**config.mk**
```make
export PLATFORM = sky130hd
export DESIGN_NAME = jsl_link_init
export DESIGN_NICKNAME = d
export VERILOG_FILES = /design/src/jsl_pkg.sv /design/src/jsl_sync_if.sv /design/src/jsl_link_init.sv /design/src/jsl_sync_front.sv
export VERILOG_INCLUDE_DIRS = /design/src /design/src/src
export SDC_FILE = /design/constraint.sdc
export NUM_CORES = 1
export LEC_CHECK = 0
export BUFFER_PORTS_ARGS = -buffer_cell sky130_fd_sc_hd__buf_4
export CORE_MARGIN = 3
export CORE_UTILIZATION = 55
export DETAILED_ROUTE_END_ITERATION = 10
export PLACE_DENSITY = 0.76
export SYNTH_ARGS = -nofsm -noshare
export SYNTH_HDL_FRONTEND = slang
export SYNTH_HIERARCHICAL = 1
export SYNTH_SLANG_ARGS = --single-unit
export TNS_END_PERCENT = 5
```
**constraint.sdc**
```tcl
create_clock -name clk -period 5.2 [get_ports clk]
set_clock_uncertainty 0.2 [all_clocks]
set_input_delay 0.52 -clock clk [delete_from_list [all_inputs] [get_ports clk]]
set_output_delay 0.52 -clock clk [all_outputs]
set_load 0.005 [all_outputs]
```
**src/jsl_regs.svh**
```systemverilog
// timing counts and field constants for the link sync block
`ifndef JSL_REGS_SVH
`define JSL_REGS_SVH
`define JSL_ILAS_MFRAMES      4
`define JSL_MF_CYCLES         16
`define JSL_MF_CNT_W          4
`define JSL_ILAS_CNT_W        3
`define JSL_SYNC_SEL_PIN      1'b0
`define JSL_SYNC_SEL_DIFF     1'b1
`endif

```
**src/jsl_pkg.sv**
```systemverilog
// types for the link sync block
package jsl_pkg;
    typedef enum logic [3:0] {
        JSL_ST_IDLE = 4'b0001,
        JSL_ST_CGS  = 4'b0010,
        JSL_ST_ILAS = 4'b0100,
        JSL_ST_DATA = 4'b1000
    } jsl_state_t;
endpackage

```
**src/jsl_sync_if.sv**
```systemverilog
// synchronised pin levels passed from the front end to the link logic
`timescale 1ns/100ps
`default_nettype none
interface jsl_sync_if;
    logic sync_n;
    logic sysref;
    logic tstamp;
    modport front (output sync_n, output sysref, output tstamp);
    modport core  (input sync_n, input sysref, input tstamp);
endinterface
`default_nettype wire
```
**src/jsl_link_init.sv**
```systemverilog
// link initialisation sync handling: cgs, ilas, sysref alignment, nco trigger
//
// Notes on behaviour
// - With select 0 in 8b/10b mode the single-ended pin is an active-low link request.
// - In 64b/66b mode sync never starts link init but can trigger nco sync.
// - A low sync in 8b/10b mode starts code group synchronisation.
// - Sync returning high after code group sync starts the lane alignment sequence.
// - With select 1 sync comes from the differential timestamp pair.
// - Sysref aligns the internal framing counter for deterministic latency.
// - The differential pair is active low when used as sync.
// - The differential pair is ignored unless its receiver enable is 1.
// - The differential pair can act as timestamp and sync at once.
`timescale 1ns/100ps
`default_nettype none
`include "jsl_regs.svh"
module jsl_link_init
    import jsl_pkg::*;
#(
    parameter int ILAS_MFRAMES = `JSL_ILAS_MFRAMES
) (
    // clock and reset
    input  wire logic clk,
    input  wire logic arst_n,
    // pins
    input  wire logic single_ended_sync_pin,
    input  wire logic timestamp_diff_pair,
    input  wire logic sysref_pin,
    // configuration
    input  wire logic sync_sel,
    input  wire logic timestamp_receiver_enable,
    input  wire logic mode_64b66b,
    input  wire logic nco_sync_en,
    // status and lane control
    output var  logic send_cgs,
    output var  logic send_ilas,
    output var  logic send_data,
    output var  logic mf_start,
    output var  logic nco_sync,
    output var  logic tstamp_mark,
    output var  jsl_pkg::jsl_state_t link_state
);
    import jsl_pkg::*;

    jsl_sync_if sif ();

    jsl_sync_front u_front (
        .clk                       (clk),
        .arst_n                    (arst_n),
        .single_ended_sync_pin     (single_ended_sync_pin),
        .timestamp_diff_pair       (timestamp_diff_pair),
        .sysref_pin                (sysref_pin),
        .sync_sel                  (sync_sel),
        .timestamp_receiver_enable (timestamp_receiver_enable),
        .sif                       (sif)
    );

    // ****************************************
    // helpers
    // ****************************************
    // one-hot state test for the lane selects
    function automatic logic jsl_in_state(
        input jsl_state_t cur,
        input jsl_state_t want
    );
        return (cur == want);
    endfunction

    // level change towards lvl between two samples
    function automatic logic jsl_changed_to(
        input logic prev,
        input logic cur,
        input logic lvl
    );
        return (prev != lvl) && (cur == lvl);
    endfunction

    // ****************************************
    // framing counter and edges
    // ****************************************
    logic [`JSL_MF_CNT_W-1:0]   mf_cnt;
    logic [`JSL_MF_CNT_W-1:0]   next_mf_cnt;
    logic                       sysref_d;
    logic                       sync_d;
    logic                       sysref_rise;
    logic                       sync_fall;
    logic                       mf_edge;
    logic                       next_sysref_d;
    logic                       next_sync_d;

    assign sysref_rise = jsl_changed_to(sysref_d, sif.sysref, 1'b1);
    assign sync_fall   = jsl_changed_to(sync_d, sif.sync_n, 1'b0);

    always_comb begin
        if (sysref_rise) begin
            next_mf_cnt = '0;
        end else if (mf_cnt == `JSL_MF_CNT_W'(`JSL_MF_CYCLES - 1)) begin
            next_mf_cnt = '0;
        end else begin
            next_mf_cnt = mf_cnt + 1'b1;
        end
        mf_edge       = (next_mf_cnt == '0);
        next_sysref_d = sif.sysref;
        next_sync_d   = sif.sync_n;
    end

    always_ff @(posedge clk or negedge arst_n) begin
        if (!arst_n) begin
            mf_cnt   <= '0;
            sysref_d <= 1'b0;
            sync_d   <= 1'b1;
        end else begin
            mf_cnt   <= next_mf_cnt;
            sysref_d <= next_sysref_d;
            sync_d   <= next_sync_d;
        end
    end

    // ****************************************
    // link state machine
    // ****************************************
    jsl_state_t                 state;
    jsl_state_t                 next_state;
    logic [`JSL_ILAS_CNT_W-1:0] ilas_cnt;
    logic [`JSL_ILAS_CNT_W-1:0] next_ilas_cnt;

    always_comb begin
        next_state    = state;
        next_ilas_cnt = ilas_cnt;
        case (state)
            JSL_ST_IDLE: begin
                if (!mode_64b66b && !sif.sync_n) begin
                    next_state = JSL_ST_CGS;
                end
            end
            JSL_ST_CGS: begin
                if (sif.sync_n) begin
                    next_state    = JSL_ST_ILAS;
                    next_ilas_cnt = '0;
                end
            end
            JSL_ST_ILAS: begin
                if (!sif.sync_n) begin
                    next_state = JSL_ST_CGS;
                end else if (mf_edge) begin
                    if (ilas_cnt == `JSL_ILAS_CNT_W'(ILAS_MFRAMES - 1)) begin
                        next_state = JSL_ST_DATA;
                    end else begin
                        next_ilas_cnt = ilas_cnt + 1'b1;
                    end
                end
            end
            JSL_ST_DATA: begin
                if (!sif.sync_n) begin
                    next_state = JSL_ST_CGS;
                end
            end
            default: begin
                next_state = JSL_ST_IDLE;
            end
        endcase
        if (mode_64b66b) begin
            next_state = JSL_ST_DATA;
        end
    end

    always_ff @(posedge clk or negedge arst_n) begin
        if (!arst_n) begin
            state    <= JSL_ST_IDLE;
            ilas_cnt <= '0;
        end else begin
            state    <= next_state;
            ilas_cnt <= next_ilas_cnt;
        end
    end

    // ****************************************
    // registered outputs
    // ****************************************
    logic                       next_send_cgs;
    logic                       next_send_ilas;
    logic                       next_send_data;
    logic                       next_mf_start;
    logic                       next_nco_sync;
    logic                       next_tstamp_mark;

    always_comb begin
        next_send_cgs    = jsl_in_state(next_state, JSL_ST_CGS);
        next_send_ilas   = jsl_in_state(next_state, JSL_ST_ILAS);
        next_send_data   = jsl_in_state(next_state, JSL_ST_DATA);
        next_mf_start    = mf_edge;
        next_nco_sync    = mode_64b66b & nco_sync_en & sync_fall;
        next_tstamp_mark = sif.tstamp;
    end

    always_ff @(posedge clk or negedge arst_n) begin
        if (!arst_n) begin
            send_cgs    <= 1'b0;
            send_ilas   <= 1'b0;
            send_data   <= 1'b0;
            mf_start    <= 1'b0;
            nco_sync    <= 1'b0;
            tstamp_mark <= 1'b0;
            link_state  <= JSL_ST_IDLE;
        end else begin
            send_cgs    <= next_send_cgs;
            send_ilas   <= next_send_ilas;
            send_data   <= next_send_data;
            mf_start    <= next_mf_start;
            nco_sync    <= next_nco_sync;
            tstamp_mark <= next_tstamp_mark;
            link_state  <= next_state;
        end
    end
endmodule
`default_nettype wire

```
**src/jsl_sync_front.sv**
```systemverilog
// sync source select and two-flop synchronisers for the link pins
`timescale 1ns/100ps
`default_nettype none
module jsl_sync_front (
    // clock and reset
    input  wire logic clk,
    input  wire logic arst_n,
    // pins
    input  wire logic single_ended_sync_pin,
    input  wire logic timestamp_diff_pair,
    input  wire logic sysref_pin,
    // configuration
    input  wire logic sync_sel,
    input  wire logic timestamp_receiver_enable,
    // synchronised levels
    jsl_sync_if.front sif
);
    logic [1:0] se_ff;
    logic [1:0] df_ff;
    logic [1:0] sr_ff;
    logic [1:0] next_se_ff;
    logic [1:0] next_df_ff;
    logic [1:0] next_sr_ff;
    logic       diff_ok;

    always_comb begin
        next_se_ff = {se_ff[0], single_ended_sync_pin};
        next_df_ff = {df_ff[0], timestamp_diff_pair};
        next_sr_ff = {sr_ff[0], sysref_pin};
    end

    always_ff @(posedge clk or negedge arst_n) begin
        if (!arst_n) begin
            se_ff <= 2'b11;
            df_ff <= 2'b11;
            sr_ff <= 2'b00;
        end else begin
            se_ff <= next_se_ff;
            df_ff <= next_df_ff;
            sr_ff <= next_sr_ff;
        end
    end

    assign diff_ok = timestamp_receiver_enable;
    assign sif.sync_n = (sync_sel == `JSL_SYNC_SEL_DIFF) ? (diff_ok ? df_ff[1] : 1'b1)
                                                        : se_ff[1];
    assign sif.tstamp = diff_ok & ~df_ff[1];
    assign sif.sysref = sr_ff[1];
endmodule
`default_nettype wire

```
After elaboration in Yosys (flattened, before gate mapping)
Cells that the tools add are included.
- register bits after elaboration: 25
- logic and storage cells: 60
- output and inout port bits: 10
- bits of input ports: 9
- equality and inequality tests: 13
- bitwise gates (word level): 6
- reduce and logical (&&, ||, !) cells: 8
- mux-type cells: 17
- add/sub/neg operators: 2
- operators by type and width (operator ; count):
    4-bit two-way mux ; 9
    4-bit one-hot mux with 4 select lines ; 1
    4-bit equality test, second input constant ; 3
    3-bit two-way mux ; 4
    4-bit by 2-bit equality test with 1-bit output, second input constant ; 2
    4-bit by 3-bit equality test with 1-bit output, second input constant ; 2
    2-bit != test, second input constant ; 4
    3-bit one-hot mux with 2 select lines ; 1
    5-bit AND reduction ; 1
    4-bit by 1-bit adder with 4-bit output, second input constant ; 1
    4-bit by 1-bit equality test with 1-bit output, second input constant ; 1
    4-bit logical NOT ; 1
    3-bit by 1-bit adder with 3-bit output, second input constant ; 1
    1-bit AND ; 3
    3-bit by 2-bit equality test with 1-bit output, second input constant ; 1
    1-bit logical AND ; 3
    1-bit inverter ; 3
    1-bit logical NOT ; 2
    1-bit two-way mux ; 2
    2-bit nonzero test ; 1

Depth between registers and ports, before layout
- word-level depth: 9
- gate-level depth with buffers: 6
- mapped depth without buffers: 6

Cells and area by module
Netlist, hierarchy kept.
- by module, submodules not included (module ; cells each ; instances ; sequential area each (µm²) ; area an instance (µm²)):
    jsl_link_init ; 81 ; 1 ; 478.0 ; 902.1
    jsl_sync_front ; 9 ; 1 ; 155.1 ; 181.4

Least setup slack after synthesis
Ideal clock, no wire load.
- path kind: register -> register
- start: reg ilas_cnt[0]
- end: reg ilas_cnt[2]
- period minus slack after synthesis: 2.131 ns
- buffers on the path: 0
- cell stages (with the launch flop): 7
- required time: 4.870 ns
- setup time: 0.130 ns
- path slack: 3.069 ns
- arrival time: 1.801 ns
- cells stage by stage: dfrtp_1 -> ha_1 -> ha_1 -> or3b_1 -> a2111o_1 -> a32oi_1 -> o41ai_1
- longest elaborated chain between the ends: 5
- elaborated cells on any way between the ends: 8
- those cells by class: add/sub (1); eq/ne (2); mux (4); reduce/logical (1)
- ends and longest elaborated chain (item ; line ; text):
    start, declared ; jsl_link_init.sv:123 ; logic [`JSL_ILAS_CNT_W-1:0] ilas_cnt;
    start signal, assigned ; jsl_link_init.sv:172 ; ilas_cnt <= next_ilas_cnt;
    3-bit by 1-bit adder with 3-bit output ; jsl_link_init.sv:148 ; next_ilas_cnt = ilas_cnt + 1'b1;
    3-bit two-way mux ; jsl_link_init.sv:145 ; if (ilas_cnt == `JSL_ILAS_CNT_W'(ILAS_MFRAMES - 1)) begin
    3-bit two-way mux ; jsl_link_init.sv:144 ; end else if (mf_edge) begin
    3-bit two-way mux ; jsl_link_init.sv:142 ; if (!sif.sync_n) begin
    3-bit one-hot mux with 2 select lines ; jsl_link_init.sv:129 ; case (state)
Parallel ways exist; a longest one is shown, timed or not. The select of a mux whose other input is x is not followed.
A chain may end at the register's enable or synchronous reset.

Final worst setup path
- start: reg ilas_cnt[0]
- end: reg ilas_cnt[0]
The elaborated chain is that of the path after synthesis.

==> results.md <==
* Area grow syn2layout at 18.0%
* Synth Area in XOR/XNOR at 0.00808
* Crit path max fanout at 6
* Synth Area in Adders at 0.0346
* Final setup viols at 0
* YS warnings at 6
* PostCTS Resize Cnt at 0
* Largest net degree at the start of global routing at 26
* Initial antenna violation count at 0
* FP Rows at 15
* Mapped cell area at 1080 um2
* GPL Wtd Cong at 0.831
* Post-synthesis mux area share at 0
* Worst Path Arrival at 2310 ps
* Syn nets at 102
* Crit-path max cell delay at 470 ps
* Initial DRT Pass Iterations at 4
* Total gr overflow at 0
* Commonest register cell after synthesis: dfrtp_1
* Sequential fraction of the synthesis area at 0.584
* Share of cells above drive strength 1 at 0.288
* Total vias in the final route at 788
* # diodes at 0
* CTS Sinks at 25
* DIE HEIGHT at 50.4 um
* Core ar. at 1800 um2
* Status: completed
* # Post-CTS Setup Buffers at 0
* Rel. slew slack at 0.561
* Setup crit end kind: flop
* Crit path max-delay cell type: a2111o_1
* Root buffer cell: clkbuf_4
* Worst Setup Start Kind: flop
* Mean post-synth cell area at 12.0 um2
* Worst EP required at about 5200 ps
* Vias per Instance at slightly below 6
* Post-synth EDFFs at 0
* Initial Utilization at 0.601
* Class of the worst hold path: primary input to flop
* Post-synthesis register bit count at 25
* Total Wirelength at 1900 um
* Global-route wire length before repair at between 3000 and 4000 um
* Final hold violation count at 0
* Total power per unit cell area at 339 nW/um2
* Critical path, cell by cell: ha_1 -> ha_1 -> or3b_1 -> a2111o_1 -> a32oi_1 -> o41ai_1
* Vias in the first global route at 789
* Most used cell, CP: ha_1
* Latest clock arrival within the worst-skew pair at 310 ps
* Wire per inst at 13.9 um
* Simple-Gate Fraction of Synth Area at 0.181
* Port buffer count at 18
* Hold_buf cts at 1
* Worst IR drop on VDD at around 0.29 mV
* CTS clk-pin slew, worst paths at 130 ps
* Total clock buffers created by CTS at 3
* Min Tclk post-route at ~2300 ps
* Synth async-reset ratio at 1.00
* Largest family of logic cells by synthesized area: simple AND/OR/NAND/NOR gates
* Die Wd at 50.4 um
* Sum of negative setup slack at 0 ps
* Dpl hpwl at 1370 um
* Leak Pwr at 0.567 nW
* Antenna-violating nets left at 0
* Initial drt markers at 17
* Fin nets at between 100 and 150
* Overall Global Routing Usage at 0.181
* Post-synthesis compound-gate area fraction at 0.171
* Pins Over Slew Limit at 0
* # DRC at 0
* Clock tree buffer depth at 2
* Die footprint at 2540 um2
* CTS tree: done
* CTS H-tree depth at 1
* Cell variety after synth at 37
* Final Cycle Share at 0.445
* Worst slew pin tran at 649 ps
* Critical path class: flop to flop
* Fmax at 0.433 GHz
* Num ports at 19
* Hold slack final at 99.4 ps
* Mapped Cells at 90
* Max-cap violations at 0
* Unrepaired setup endpoints after global routing: false
final cells by class:
type	instances	area [um2]
Clock buffer	4	26.3
Fill cell	142	523
Inverter	4	15.0
Multi-Input combinational cell	59	428
Sequential cell	25	633
Tap cell	25	31.3
Timing Repair Buffer	19	145
cell families (layout without fill, tap and decap cells):
group,Yosys count,in the layout
compound gates,24,24
xor+xnor,1,1
fa+ha+maj,3,3
buf+inv,6,27
flops,25,25
simple gates,31,31
critical path: cells and delay by family, from the launching register on:
kind                       cells  cell delay, ps
AOI/OAI and AO/OA              3             770
DFF                            1             430
and+or+nand+nor                1             400
adders and majority gates      2             400
stage by stage:
| step | setup WS (ps) | util | power (mW) | cell area [um2] | cells |
|---|---|---|---|---|---|
| 2_1_floorplan | 3070 | - | 0.316 | 1080 | 90 |
| 3_3_place_gp | 2930 | 0.690 | 0.348 | 1240 | 131 |
| 3_5_place_dp | 2910 | 0.690 | 0.354 | 1240 | 131 |
| 4_1_cts | 2890 | 0.710 | 0.436 | 1280 | 136 |
| 5_1_grt | 2670 | 0.710 | 0.465 | 1280 | 136 |
| 6_report | 2890 | 0.710 | 0.434 | 1280 | 136 |
routing by layer:
| layer | GRT usage | up-vias | routed length, um | share of wire |
|---|---|---|---|---|
| li1 | - | 381 | - | - |
| met1 | 0.254 | 389 | 921 | 0.49 |
| met2 | 0.285 | 14 | 892 | 0.47 |
| met3 | 0.0326 | 4 | 61 | 0.032 |
| met4 | 0.0583 | 0 | 21 | 0.011 |
| met5 | 0 | - | 0 | 0 |
flip-flops by register name, summed over array words and instances, names as in the netlist, 2 cells and up:
register	cells
u_front/se_ff	2
u_front/sr_ff	2
link_state	4
ilas_cnt	3
u_front/df_ff	2
mf_cnt	4
report_power, final:
group / switching (mW) / total [mW] / leakage (nW) / internal [mW]
Clock: 0.0534 / 0.0834 / 0.0150 / 0.0300
Combinational: 0.0499 / 0.0973 / 0.248 / 0.0474
Sequential: 0.0291 / 0.253 / 0.304 / 0.224
cell usage in the layout, fill, tap and decap left out, types with 2 or more instances in the layout:
cell type,synthesis,final
o21bai_1,2,2
a211oi_1,2,2
dfrtp_1,19,19
and3_1,3,3
dfstp_2,6,6
nor4b_1,3,3
clkbuf_4,0,3
a21oi_1,2,2
ha_1,3,3
nor2b_1,4,4
o41ai_1,2,2
a32oi_1,3,3
o21ai_0,3,3
nor3_1,2,2
buf_4,0,18
a311oi_1,2,2
nor2_1,6,6
inv_1,4,4
nand2_1,3,3
final timing paths:
check | slack, ps | from | cells after the start | to
worst min register to register | 160 | u_front/df_ff[0] | 0 | u_front/df_ff[1]
worst max register to register | 2890 | ilas_cnt[0] | 6 | ilas_cnt[0]
worst min-delay path | 100 | single_ended_sync_pin | 1 | u_front/se_ff[0]
min in group asynchronous | 440 | arst_n | 2 | ilas_cnt[1]
max in group asynchronous | 4080 | arst_n | 2 | u_front/df_ff[0]
worst max-delay path | 2890 | ilas_cnt[0] | 6 | ilas_cnt[0]
synthesized netlist by cell type, drive strengths merged, types with 2 or more instances:
cell | number | area (um2)
a21oi | 3 | 18.8
and3 | 3 | 18.8
o21bai | 2 | 15.0
a211o | 2 | 18.8
nor2 | 6 | 22.5
inv | 4 | 15.0
a32oi | 3 | 26.3
dfstp | 6 | 158
nand2 | 3 | 11.3
dfrtp | 19 | 475
ha | 3 | 37.5
o41ai | 2 | 17.5
a311oi | 2 | 17.5
nor2b | 5 | 38.8
o21ai | 3 | 15.0
nor3 | 2 | 10.0
a211oi | 2 | 15.0
nor4b | 3 | 26.3
clkbuf | 2 | 7.51
Power figures use the tool's default switching activity.
